--- config.mk ---
export PLATFORM = sky130hd
export DESIGN_NAME = pss_supervisor
export DESIGN_NICKNAME = d
export VERILOG_FILES = /design/src/pss_pkg.sv /design/src/pss_loss_latch.sv /design/src/pss_flag_keeper.sv /design/src/pss_supervisor.sv
export SDC_FILE = /design/constraint.sdc
export NUM_CORES = 1
export LEC_CHECK = 0
export BUFFER_PORTS_ARGS = -buffer_cell sky130_fd_sc_hd__buf_2
export CAP_MARGIN = 20
export CORE_UTILIZATION = 37
export CTS_BUF_LIST = sky130_fd_sc_hd__clkbuf_16
export CTS_CLUSTER_DIAMETER = 30
export DETAILED_ROUTE_END_ITERATION = 7
export GPL_ROUTABILITY_DRIVEN = 0
export PLACE_DENSITY = 0.66
export SYNTH_ARGS = -nofsm -noshare
export SYNTH_HDL_FRONTEND = slang
export SYNTH_SLANG_ARGS = --single-unit
--- constraint.sdc ---
create_clock -name pclk -period 1.8 [get_ports pclk]
set_clock_uncertainty 0.05 [all_clocks]
set_input_delay 0.36 -clock pclk [delete_from_list [all_inputs] [get_ports pclk]]
set_output_delay 0.36 -clock pclk [all_outputs]
set_load 0.02 [all_outputs]
--- src/pss_pkg.sv ---
`default_nettype none
package pss_pkg;
  // register map
  localparam logic [7:0] PSS_CTRL_OFS = 8'h00;
  localparam logic [7:0] PSS_STATUS_OFS = 8'h04;
  localparam logic [7:0] PSS_ADDR_MASK = 8'hfc;
  localparam logic [31:0] PSS_CTRL_RESET = 32'h0000_0000;
  localparam logic [31:0] PSS_READ_ZERO = 32'h0000_0000;

  // control register fields
  localparam int PSS_CTRL_DETECT_BIT = 0;
  localparam int PSS_CTRL_CLK_RST_BIT = 1;
  localparam int PSS_CTRL_LOCK_RST_BIT = 2;
  localparam int PSS_CTRL_QWAKE_BIT = 3;
  localparam int PSS_CTRL_PLL_STOP_BIT = 4;
  localparam int PSS_CTRL_OSC_STOP_BIT = 5;
  localparam int PSS_CTRL_REFSEL_LSB = 6;

  // status register fields
  localparam int PSS_STAT_STICKY_BIT = 0;
  localparam int PSS_STAT_LOCK_BIT = 1;
  localparam int PSS_STAT_MISSING_BIT = 2;
  localparam int PSS_STAT_MODE_LSB = 4;

  // reference source encodings
  localparam logic [1:0] PSS_REF_CRYSTAL = 2'h0;
  localparam logic [1:0] PSS_REF_EXTERNAL = 2'h1;
  localparam logic [1:0] PSS_REF_ONE_TO_ONE = 2'h2;

  // loss event indices
  localparam int PSS_LOSS_LOCK = 0;
  localparam int PSS_LOSS_FB = 1;
  localparam int PSS_LOSS_REF = 2;
  localparam int PSS_LOSS_W = 3;

  // flag reset values
  localparam logic PSS_STICKY_RESET = 1'b0;
  localparam logic PSS_MISSING_RESET = 1'b0;

  typedef enum logic [2:0] {
    PSS_PLL_LOCKED_MODE,
    PSS_STOPPED,
    PSS_UNSTABLE,
    PSS_REF_FALLBACK,
    PSS_FREE_RUNNING_VCO_MODE,
    PSS_STUCK,
    PSS_RESET_HOLD
  } pss_mode_t;
endpackage
`default_nettype wire

--- src/pss_loss_latch.sv ---
`timescale 1ns/1ps
`default_nettype none
module pss_loss_latch
  import pss_pkg::*;
(
  // clock and reset
  input wire logic pclk,
  input wire logic presetn,
  input wire logic clk_en,
  // control
  input wire logic arm,
  input wire logic clear,
  input wire logic [PSS_LOSS_W-1:0] lost,
  // result
  output logic [PSS_LOSS_W-1:0] seen
);
  typedef struct packed {
    logic [PSS_LOSS_W-1:0] seen;
  } pss_latch_t;

  pss_latch_t r;
  pss_latch_t n;

  always_comb begin
    n = r;
    for (int i = 0; i < PSS_LOSS_W; i++) begin
      // set wins over clear
      if (arm && lost[i]) begin
        n.seen[i] = 1'b1;
      end else if (clear) begin
        n.seen[i] = 1'b0;
      end
    end
  end

  always_ff @(posedge pclk or negedge presetn) begin
    if (!presetn) begin
      r <= '0;
    end else if (clk_en) begin
      r <= n;
    end
  end

  assign seen = r.seen;
endmodule
`default_nettype wire

--- src/pss_flag_keeper.sv ---
`timescale 1ns/1ps
`default_nettype none
module pss_flag_keeper
  import pss_pkg::*;
#(
  parameter logic RESET_VAL = 1'b0
) (
  // clock and reset
  input wire logic pclk,
  input wire logic presetn,
  input wire logic clk_en,
  // stop handling
  input wire logic snap,
  input wire logic force_on,
  input wire logic force_val,
  input wire logic release_on,
  input wire logic restore,
  // run-time updates, hardware before software
  input wire logic hw_upd,
  input wire logic hw_val,
  input wire logic sw_wr,
  input wire logic sw_val,
  // flag
  output logic val
);
  typedef struct packed {
    logic val;
    logic pre;
  } pss_keep_t;

  pss_keep_t r;
  pss_keep_t n;

  always_comb begin
    n = r;
    if (snap) begin
      n.pre = r.val;
    end
    if (force_on) begin
      n.val = force_val;
    end else if (release_on) begin
      n.val = restore ? r.pre : r.val;
    end else if (hw_upd) begin
      n.val = hw_val;
    end else if (sw_wr) begin
      n.val = sw_val;
    end
  end

  always_ff @(posedge pclk or negedge presetn) begin
    if (!presetn) begin
      r.val <= RESET_VAL;
      r.pre <= RESET_VAL;
    end else if (clk_en) begin
      r <= n;
    end
  end

  assign val = r.val;
endmodule
`default_nettype wire

--- src/pss_supervisor.sv ---
`timescale 1ns/1ps
`default_nettype none
module pss_supervisor
  import pss_pkg::*;
(
  // clock and reset
  input wire logic pclk,
  input wire logic presetn,
  input wire logic clk_en,
  // apb slave
  input wire logic psel,
  input wire logic penable,
  input wire logic pwrite,
  input wire logic [7:0] paddr,
  input wire logic [31:0] pwdata,
  output logic [31:0] prdata,
  output logic pready,
  output logic pslverr,
  // pll and clock monitors
  input wire logic pll_lock,
  input wire logic fb_clk_ok,
  input wire logic ref_clk_ok,
  // power sequencing
  input wire logic stop_req,
  input wire logic wake_req,
  // clock generator controls
  output logic pll_run,
  output logic osc_run,
  output logic [2:0] clock_mode,
  output logic chip_reset_req
);
  typedef struct packed {
    pss_mode_t mode;
    logic missing_clock_detect_enable;
    logic missing_clock_reset_enable;
    logic phase_loss_reset_enable;
    logic quick_wake_enable;
    logic pll_in_stop;
    logic stop_clock_select;
    logic [1:0] ref_select;
    logic restore_sticky;
    logic restore_missing;
    logic pready;
    logic pslverr;
    logic [31:0] prdata;
    logic pll_run;
    logic osc_run;
    logic rst_req;
  } pss_state_t;

  function automatic logic reg_hit(input logic [7:0] addr,
                                   input logic [7:0] ofs);
    reg_hit = ((addr & PSS_ADDR_MASK) == ofs);
  endfunction

  pss_state_t r;
  pss_state_t n;

  // flag keeper controls
  logic snap;
  logic st_force;
  logic st_force_val;
  logic st_release;
  logic st_hw;
  logic st_sw;
  logic ms_force;
  logic ms_force_val;
  logic ms_release;
  logic ms_hw;
  logic ms_sw;
  logic sticky_flag;
  logic missing_flag;

  // loss tracking
  logic loss_arm;
  logic [PSS_LOSS_W-1:0] loss_now;
  logic [PSS_LOSS_W-1:0] loss_seen;

  // decode
  logic crystal;
  logic osc_in_stop;
  logic clock_lost;
  logic clk_rst;
  logic access;
  logic wr_ctrl;
  logic wr_status;

  always_comb begin
    n = r;
    snap = 1'b0;
    st_force = 1'b0;
    st_force_val = 1'b0;
    st_release = 1'b0;
    st_hw = 1'b0;
    st_sw = 1'b0;
    ms_force = 1'b0;
    ms_force_val = 1'b0;
    ms_release = 1'b0;
    ms_hw = 1'b0;
    ms_sw = 1'b0;

    crystal = (r.ref_select == PSS_REF_CRYSTAL);
    // non-crystal sources act as oscillator on in stop
    osc_in_stop = crystal ? r.stop_clock_select : 1'b1;
    clock_lost = !fb_clk_ok || !ref_clk_ok;
    clk_rst = r.missing_clock_detect_enable &&
              r.missing_clock_reset_enable;
    loss_now = {!ref_clk_ok, !fb_clk_ok, !pll_lock};
    loss_arm = (r.mode == PSS_STOPPED);

    // apb: one wait state, then answer
    access = psel && penable && r.pready;
    wr_ctrl = access && pwrite && reg_hit(paddr, PSS_CTRL_OFS);
    wr_status = access && pwrite && reg_hit(paddr, PSS_STATUS_OFS);
    n.pready = psel && penable && !r.pready;
    n.pslverr = 1'b0;
    n.prdata = PSS_READ_ZERO;
    if (psel && penable && !r.pready) begin
      if (reg_hit(paddr, PSS_CTRL_OFS)) begin
        n.prdata[PSS_CTRL_DETECT_BIT] = r.missing_clock_detect_enable;
        n.prdata[PSS_CTRL_CLK_RST_BIT] = r.missing_clock_reset_enable;
        n.prdata[PSS_CTRL_LOCK_RST_BIT] = r.phase_loss_reset_enable;
        n.prdata[PSS_CTRL_QWAKE_BIT] = r.quick_wake_enable;
        n.prdata[PSS_CTRL_PLL_STOP_BIT] = r.pll_in_stop;
        n.prdata[PSS_CTRL_OSC_STOP_BIT] = r.stop_clock_select;
        n.prdata[PSS_CTRL_REFSEL_LSB +: 2] = r.ref_select;
      end else if (reg_hit(paddr, PSS_STATUS_OFS)) begin
        n.prdata[PSS_STAT_STICKY_BIT] = sticky_flag;
        n.prdata[PSS_STAT_LOCK_BIT] = pll_lock;
        n.prdata[PSS_STAT_MISSING_BIT] = missing_flag;
        n.prdata[PSS_STAT_MODE_LSB +: 3] = r.mode;
      end else begin
        n.pslverr = 1'b1;
      end
    end
    if (wr_ctrl) begin
      n.missing_clock_detect_enable = pwdata[PSS_CTRL_DETECT_BIT];
      n.missing_clock_reset_enable = pwdata[PSS_CTRL_CLK_RST_BIT];
      n.phase_loss_reset_enable = pwdata[PSS_CTRL_LOCK_RST_BIT];
      n.quick_wake_enable = pwdata[PSS_CTRL_QWAKE_BIT];
      n.pll_in_stop = pwdata[PSS_CTRL_PLL_STOP_BIT];
      n.stop_clock_select = pwdata[PSS_CTRL_OSC_STOP_BIT];
      n.ref_select = pwdata[PSS_CTRL_REFSEL_LSB +: 2];
    end
    // sticky flag: write one rearms from current lock
    st_sw = wr_status && pwdata[PSS_STAT_STICKY_BIT];
    // missing status: write one clears
    ms_sw = wr_status && pwdata[PSS_STAT_MISSING_BIT];

    unique case (r.mode)
      PSS_PLL_LOCKED_MODE: begin
        n.pll_run = 1'b1;
        n.osc_run = crystal;
        st_hw = !pll_lock;
        ms_hw = r.missing_clock_detect_enable && clock_lost;
        if (r.phase_loss_reset_enable && !pll_lock) begin
          n.mode = PSS_RESET_HOLD;
        end else if (clk_rst && clock_lost) begin
          n.mode = PSS_RESET_HOLD;
        end else if (r.missing_clock_detect_enable && !ref_clk_ok) begin
          n.mode = PSS_FREE_RUNNING_VCO_MODE;
          st_force = 1'b1;
          ms_force = 1'b1;
          ms_force_val = 1'b1;
        end else if (r.missing_clock_detect_enable && !fb_clk_ok) begin
          n.mode = PSS_REF_FALLBACK;
          st_force = 1'b1;
          ms_force = 1'b1;
          ms_force_val = 1'b1;
        end else if (stop_req) begin
          if (!r.pll_in_stop &&
              (r.phase_loss_reset_enable || clk_rst)) begin
            n.mode = PSS_RESET_HOLD;
          end else begin
            n.mode = PSS_STOPPED;
            snap = 1'b1;
            n.restore_sticky = 1'b1;
            n.restore_missing = 1'b1;
            n.pll_run = r.pll_in_stop;
            n.osc_run = crystal && osc_in_stop;
          end
        end
      end
      PSS_STOPPED: begin
        if (r.pll_in_stop && r.phase_loss_reset_enable &&
            (!pll_lock || clock_lost)) begin
          n.mode = PSS_RESET_HOLD;
        end else if (r.pll_in_stop && clk_rst && clock_lost) begin
          n.mode = PSS_RESET_HOLD;
        end else if (wake_req) begin
          n.pll_run = 1'b1;
          n.osc_run = crystal;
          if (r.missing_clock_detect_enable && osc_in_stop &&
              loss_seen[PSS_LOSS_REF]) begin
            n.mode = PSS_FREE_RUNNING_VCO_MODE;
            st_force = 1'b1;
            ms_force = 1'b1;
            ms_force_val = 1'b1;
          end else if (r.pll_in_stop) begin
            if (r.missing_clock_detect_enable &&
                loss_seen[PSS_LOSS_FB]) begin
              n.mode = PSS_REF_FALLBACK;
              st_force = 1'b1;
              ms_force = 1'b1;
              ms_force_val = 1'b1;
            end else if (|loss_seen) begin
              // a loss was seen in stop, pre-stop sticky value is gone
              n.restore_sticky = 1'b0;
              st_force = 1'b1;
              if (pll_lock && !clock_lost) begin
                n.mode = PSS_PLL_LOCKED_MODE;
                ms_release = 1'b1;
              end else if (r.quick_wake_enable && !clock_lost) begin
                n.mode = PSS_UNSTABLE;
              end else begin
                n.mode = PSS_STUCK;
              end
            end else begin
              n.mode = PSS_PLL_LOCKED_MODE;
              st_release = 1'b1;
              ms_release = 1'b1;
            end
          end else begin
            // pll was off: lock comes back later
            st_force = 1'b1;
            if (r.missing_clock_detect_enable &&
                loss_seen[PSS_LOSS_REF]) begin
              ms_force = 1'b1;
              ms_force_val = 1'b1;
              n.mode = PSS_STUCK;
            end else if (r.quick_wake_enable && fb_clk_ok) begin
              n.mode = PSS_UNSTABLE;
            end else begin
              n.mode = PSS_STUCK;
            end
          end
        end
      end
      PSS_UNSTABLE: begin
        if (r.phase_loss_reset_enable && clock_lost) begin
          n.mode = PSS_RESET_HOLD;
        end else if (clk_rst && clock_lost) begin
          n.mode = PSS_RESET_HOLD;
        end else if (pll_lock) begin
          n.mode = PSS_PLL_LOCKED_MODE;
          st_release = 1'b1;
          ms_release = 1'b1;
        end
      end
      PSS_STUCK: begin
        if (r.phase_loss_reset_enable && pll_lock && !clock_lost) begin
          n.mode = PSS_PLL_LOCKED_MODE;
          st_release = 1'b1;
          ms_release = 1'b1;
        end else if (pll_lock && !clock_lost) begin
          n.mode = PSS_PLL_LOCKED_MODE;
          st_release = 1'b1;
          ms_release = 1'b1;
        end else if (r.quick_wake_enable && !clock_lost) begin
          n.mode = PSS_UNSTABLE;
        end
      end
      PSS_REF_FALLBACK: begin
        // no lock expected: flags hold until software writes
        if (r.missing_clock_detect_enable && !ref_clk_ok) begin
          n.mode = PSS_STUCK;
        end
      end
      PSS_FREE_RUNNING_VCO_MODE: begin
        // stays self-clocked, flags hold until software writes
        n.pll_run = 1'b1;
      end
      PSS_RESET_HOLD: begin
        n.rst_req = 1'b1;
      end
      default: begin
        n.mode = PSS_RESET_HOLD;
      end
    endcase
    if (n.mode == PSS_RESET_HOLD) begin
      n.rst_req = 1'b1;
    end
    // missing status is only raised when detection is on
    if (ms_force && !r.missing_clock_detect_enable) begin
      ms_force = 1'b0;
    end
  end

  always_ff @(posedge pclk or negedge presetn) begin
    if (!presetn) begin
      r.mode <= PSS_PLL_LOCKED_MODE;
      r.missing_clock_detect_enable <= PSS_CTRL_RESET[PSS_CTRL_DETECT_BIT];
      r.missing_clock_reset_enable <= PSS_CTRL_RESET[PSS_CTRL_CLK_RST_BIT];
      r.phase_loss_reset_enable <= PSS_CTRL_RESET[PSS_CTRL_LOCK_RST_BIT];
      r.quick_wake_enable <= PSS_CTRL_RESET[PSS_CTRL_QWAKE_BIT];
      r.pll_in_stop <= PSS_CTRL_RESET[PSS_CTRL_PLL_STOP_BIT];
      r.stop_clock_select <= PSS_CTRL_RESET[PSS_CTRL_OSC_STOP_BIT];
      r.ref_select <= PSS_CTRL_RESET[PSS_CTRL_REFSEL_LSB +: 2];
      r.restore_sticky <= 1'b1;
      r.restore_missing <= 1'b1;
      r.pready <= 1'b0;
      r.pslverr <= 1'b0;
      r.prdata <= PSS_READ_ZERO;
      r.pll_run <= 1'b1;
      r.osc_run <= 1'b1;
      r.rst_req <= 1'b0;
    end else if (clk_en) begin
      r <= n;
    end
  end

  pss_loss_latch u_loss (
    .pclk(pclk),
    .presetn(presetn),
    .clk_en(clk_en),
    .arm(loss_arm),
    .clear(snap),
    .lost(loss_now),
    .seen(loss_seen)
  );

  pss_flag_keeper #(
    .RESET_VAL(PSS_STICKY_RESET)
  ) u_sticky (
    .pclk(pclk),
    .presetn(presetn),
    .clk_en(clk_en),
    .snap(snap),
    .force_on(st_force),
    .force_val(st_force_val),
    .release_on(st_release),
    .restore(r.restore_sticky),
    .hw_upd(st_hw),
    .hw_val(1'b0),
    .sw_wr(st_sw),
    .sw_val(pll_lock),
    .val(sticky_flag)
  );

  pss_flag_keeper #(
    .RESET_VAL(PSS_MISSING_RESET)
  ) u_missing (
    .pclk(pclk),
    .presetn(presetn),
    .clk_en(clk_en),
    .snap(snap),
    .force_on(ms_force),
    .force_val(ms_force_val),
    .release_on(ms_release),
    .restore(r.restore_missing),
    .hw_upd(ms_hw),
    .hw_val(1'b1),
    .sw_wr(ms_sw),
    .sw_val(1'b0),
    .val(missing_flag)
  );

  assign prdata = r.prdata;
  assign pready = r.pready;
  assign pslverr = r.pslverr;
  assign pll_run = r.pll_run;
  assign osc_run = r.osc_run;
  assign clock_mode = r.mode;
  assign chip_reset_req = r.rst_req;
endmodule
`default_nettype wire

== Word level (Yosys, flattened, before mapping) ==
Cells that the tools add are included.
Widths: inputs -> output; s select.

* Register bits: 32
* Bits in latches: 0
* Memory bits (writable): 0
* ROM bits: 0
* Input port bits: 51
* Output and inout bits: 40
* Logic and storage cells: 239
* Memories kept: 0

* Add/sub/neg operators: 0
* Multiply operators: 0
* Divide/modulo/power cells: 0
* Magnitude comparators: 0
* Eq/ne operators: 22
* Shift-type cells: 0
* Multiplexer cells: 127
* Bitwise gates (word level): 0
* Reductions and logical operators: 68

{| class="wikitable"
|+ Operator list
! kind !! number
|-
| $mux 3 || 28
|-
| $mux 1 || 75
|-
| $logic_and 1x1->1 || 34
|-
| $mux 2 || 15
|-
| $ne 2x2->1 const B || 13
|-
| $pmux 3 s6 || 1
|-
| $reduce_and 15->1 || 1
|-
| $reduce_and 2->1 || 7
|-
| $eq 3x3->1 const B || 4
|-
| $reduce_and 5->1 || 2
|-
| $reduce_bool 2->1 || 5
|-
| $pmux 1 s3 || 3
|-
| $logic_not 8->1 || 1
|-
| $mux 8 || 1
|-
| $pmux 1 s2 || 4
|-
| $reduce_bool 4->1 || 2
|-
| $logic_not 1->1 || 7
|-
| $eq 3x2->1 const B || 2
|-
| $eq 6x1->1 const B || 1
|-
| $eq 3x1->1 const B || 1
|-
| $logic_not 3->1 || 1
|-
| $logic_or 1x1->1 || 3
|-
| $ne 3x3->1 const B || 1
|-
| $reduce_and 3->1 || 1
|-
| 4 further kinds || 4
|}

== Longest topological paths before layout ==
* Word-level depth: 17
* Gate-level depth with buffers: 7
* Depth with buffers taken out: 6

== By module ==
Synthesis repeated with hierarchy kept, for this count alone.

* Cells, all modules: 275
* Area total of the unflattened synthesis: 2,373.5 um2

{| class="wikitable"
|+ Modules (own cells, without submodules)
! module !! times used !! cells each !! area each (um2) !! seq. area each (um2)
|-
| pss_supervisor || 1 || 242 || 2,003.2 || 629.4
|-
| pss_flag_keeper || 2 || 13 || 130.1 || 50.0
|-
| pss_loss_latch || 1 || 7 || 110.1 || 75.1
|}

== Worst setup path after synthesis ==
OpenSTA, ideal clock, no wires.

* Path kind: in2reg
* Start: input port paddr[6]
* End: register r[39] (netlist bit)
* Setup time: 0.125 ns
* Arrival: 1.904 ns
* Required time: 1.625 ns
* Slack: -0.279 ns
* Cell stages on the path: 5
* Path buffers: 0
* Cell sequence: or4_4 > nor2_1 > nand3_1 > nor3_4 > mux2_2

* Longest elaborated chain between the ends: 3

{| class="wikitable"
|+ RTL lines
! what !! line !! text
|-
| from (decl) || pss_supervisor.sv:14 || <nowiki>input wire logic [7:0] paddr,</nowiki>
|-
| $logic_not 8->1 || pss_supervisor.sv:53 || <nowiki>reg_hit = ((addr & PSS_ADDR_MASK) == ofs);</nowiki>
|-
| $logic_and 1x1->1 || pss_supervisor.sv:113 || <nowiki>wr_ctrl = access && pwrite && reg_hit(paddr, PSS_CTRL_OFS);</nowiki>
|-
| $reduce_and 2->1 (no line) || -- ||
|-
| to (signal assigned) || pss_supervisor.sv:308 || <nowiki>r <= n;</nowiki>
|-
| to (decl) || pss_supervisor.sv:56 || <nowiki>pss_state_t r;</nowiki>
|}

No other way between the ends.
A chain may end at the register's enable or synchronous reset.

== Worst setup path after layout ==
* Start: register r[44] (netlist bit)
* End: register, netlist name u_sticky.val

* Longest elaborated chain between the ends: 6
* Elaborated cells on any way between the ends: 18
* Those cells by class: 1 x eq/ne; 9 x mux; 8 x reduce/logical

{| class="wikitable"
|+ RTL lines
! what !! line !! text
|-
| $logic_and 1x1->1, on equally long branches (2 in series) || pss_supervisor.sv:251, pss_supervisor.sv:185 ||
|-
| $mux 1, on equally long branches || pss_supervisor.sv:251, pss_supervisor.sv:185 ||
|-
| $pmux 1 s3 or $pmux 1 s2 (tied branches) || pss_supervisor.sv:150 || <nowiki>unique case (r.mode)</nowiki>
|-
| $ne 3x3->1 (no line) (tied with other cells) || -- ||
|-
| $reduce_and 3->1 (no line) or $mux 1 (tied branches) || -- ||
|}

Parallel ways exist; a longest one is shown, timed or not.

==> results.md <==
* Run status: finished, violations left
* Failing checks: negative setup slack
* Post-synth top cells: buf_4, dfrtp_1, nand2_1, o21ai_0, a21oi_1
* First-pass GRT wire length at ~11,000 um
* Synth area leaders: dfrtp_1, buf_4, mux2_2
* Max clock buf depth at 2
* Req. time, crit path at about 2.0 ns
* WL final at 7210 um
* I/O pin cnt at 91
* Core box area at around 5700 sq um
* DRC errors left at 0
* Worst-margin pin slew at ~0.69 ns
* DR iter-0 viols at between 150 and 200
* Post-synth top flop: dfrtp_1
* Maxcap violations at 0
* Gr usage total at 0.231
* Final setup margin at -0.233 ns
* Gate Count Post-Synth at between 200 and 250
* Synth-to-Final Area Change at 45.6%
* Mean area per synthesized cell at 8.98 sq um
* Final Instance Area at between 3000 and 4000 sq um
* DR pass1 iterations at 5
* Via/cell ratio at 5.63
* Fin crit share at 1.13
* Grt total ovfl at 0
* Initial antenna violation count at 0
* WS Path Type: reg2reg
* Peak supply drop at ~0.00047 V
* Worst Hold Class: in2async
* Largest area contributor in the synthesized netlist: dfrtp_1
* Critical Path Fanout Max at 4
* Routed Antenna Nets at 0
* Post-CTS Hold Buffers at 0
* Slowest stage cell, crit path: dfrtp_2
* Unrepaired setup endpoints after global routing: true
* Peak Freq at about 0.5 GHz
* Final worst path period need at about 2 ns
* Clock sinks at 32
* Non-Filler Instances at around 420
* CTS tree: built
* EDFF count, synth at 0
* Reg clk slew, reported paths at ~0.050 ns
* Diode count at 0
* Power Total at about 3.0 mW
* TritonCTS buffer count at 5
* Crit start category: flop
* Cell area after synthesis at 2240 sq um
* Endpoint class of the critical path: flop
* Drt wl/cell at 17.2 um
* Crit-path cells: buf_4 -> a21o_1 -> o211ai_2 -> buf_4 -> nand3_4 -> a41o_1 -> or4_1 -> o21ai_1
* Yosys warns at 0
* Share of layout cells above drive strength 1 at 0.483
* Largest net degree at the start of global routing at 33
* Rows at 27
* Chip height at between 70 and 80 um
* Async S/R FF share, synth at 1.00
* Nets at between 300 and 400
* Seq cells post-synth at 32
* Most numerous cell in the Yosys netlist: buf_4
* Slew Limit Fails at 0
* Die area at 6360 sq um
* Hold Vio Cnt, Final at 0
* Cell variety after synth at 56
* Slowest stage delay, CP at ~0.45 ns
* WP data arrival at between 2 and 2.5 ns
* Setup Slack @ Placement at -0.458 ns
* Sequential-to-total area share from yosys stat at 0.360
* Initial core utilization at 0.394
* Area share of the largest cell type after synthesis at 0.325
* DIE WIDTH at ~80 um
* Power Dens Cells at approximately 900 nW/um^2
* Static Leak at around 1.6 nW
* # H-tree levels at 2
* Placed cell area at ~2800 sq um
* Slew headroom at 0.540
* Vias in the first global route at 2,294
* HPWL after detailed placement at roughly 4800 um
* Routed vias at 2,354
* Dpl cells at roughly 400
* PortBufs at 40
* Most used cell, CP: buf_4
* Clk_lat worst skew at roughly 0.28 ns
* Final setup fails at 12
* Clock root cell: clkbuf_16
* Total negative setup slack at -1.40 ns
## layer usage
layer,share of wire,up-vias,GRT usage
li1,-,1051,-
met1,0.39,1116,0.288
met5,0,-,0
met2,0.48,145,0.372
met3,0.084,42,0.0526
met4,0.043,0,0.118
## timing repair
item / CTS / global route
gates resized for setup: 24 / 30
hold endpoints to repair: 0 / 0
buffers inserted: 7 / 8
pin swaps: 9 / 18
setup endpoints to repair: 15 / 20
## cell families after synthesis
group                  count (synthesis)  share of synthesized area
AND/OR/NAND/NOR                       75                      0.184
AO/OA/AOI/OAI                         71                      0.222
buffers and inverters                 53                      0.152
flip-flops                            32                      0.360
multiplexers                          17                     0.0817
other                                  1                    0.00168
## power by group
group | switching (mW) | internal, mW | leakage (nW) | total (mW)
logic | 0.599 | 0.487 | 1.07 | 1.09
clock network | 0.297 | 0.644 | 0.0850 | 0.941
registers | 0.116 | 0.870 | 0.398 | 0.986
total | 1.01 | 2.00 | 1.55 | 3.01
## final timing paths
| check | slack (ns) | depth (start not counted) | startpoint | end |
|---|---|---|---|---|
| max reg2reg | -0.23 | 8 | r[44] | u_sticky.val |
| min | 0.08 | 1 | presetn | r[42] |
| max in group asynchronous | 1.14 | 1 | presetn | r[44] |
| min in group pclk | 0.23 | 3 | pwdata[3] | r[43] |
| min reg2reg | 0.42 | 2 | r[38] | r[38] |
| max | -0.23 | 8 | r[44] | u_sticky.val |
## layout make-up
cell class | instances | area, sq um
Clock inverter | 3 | 38.8
Multi-Input combinational cell | 187 | 1390
Inverter | 8 | 30.0
Fill cell | 506 | 2420
Sequential cell | 32 | 808
Clock buffer | 5 | 125
Timing Repair Buffer | 111 | 774
Tap cell | 72 | 90.1
## cell usage in the layout, fill, tap and decap left out, drive strengths merged, types with 3 or more instances in the layout
cell / instances
nor4: 4
nand4: 4
a311oi: 4
o2bb2ai: 6
a21oi: 14
dfstp: 3
dfrtp: 29
mux2i: 7
clkbuf: 5
o21ai: 15
nand3: 6
or4: 4
nand2: 24
o211ai: 5
a21o: 3
conb: 24
mux2: 10
nor3: 7
inv: 9
buf: 111
nor2: 13
## metrics by stage
stage | hold slack, ns | utilization
after floorplan | 0.0144 | -
after global placement | 0.396 | 0.486
after detailed placement | 0.410 | 0.486
after CTS | 0.117 | 0.542
after global routing | 0.151 | 0.574
final | 0.0754 | 0.574
## registers in the layout, indices dropped and copies added (netlist names)
register	flops
chip_reset_req	1
r	9
osc_run	1
u_loss.seen	3
pll_run	1
u_sticky.r	1
prdata	8
u_missing.r	1
pslverr	1
u_missing.val	1
u_sticky.val	1
pready	1
clock_mode	3
## critical path: cells and delay by family, from the launching register on
family / cells / cell delay (ns)
and+or+nand+nor: 2 / 0.51
AOI/OAI and AO/OA: 4 / 0.61
DFF: 1 / 0.45
buffers and inverters: 2 / 0.34
Note: power is estimated with default switching activity, not from simulation.
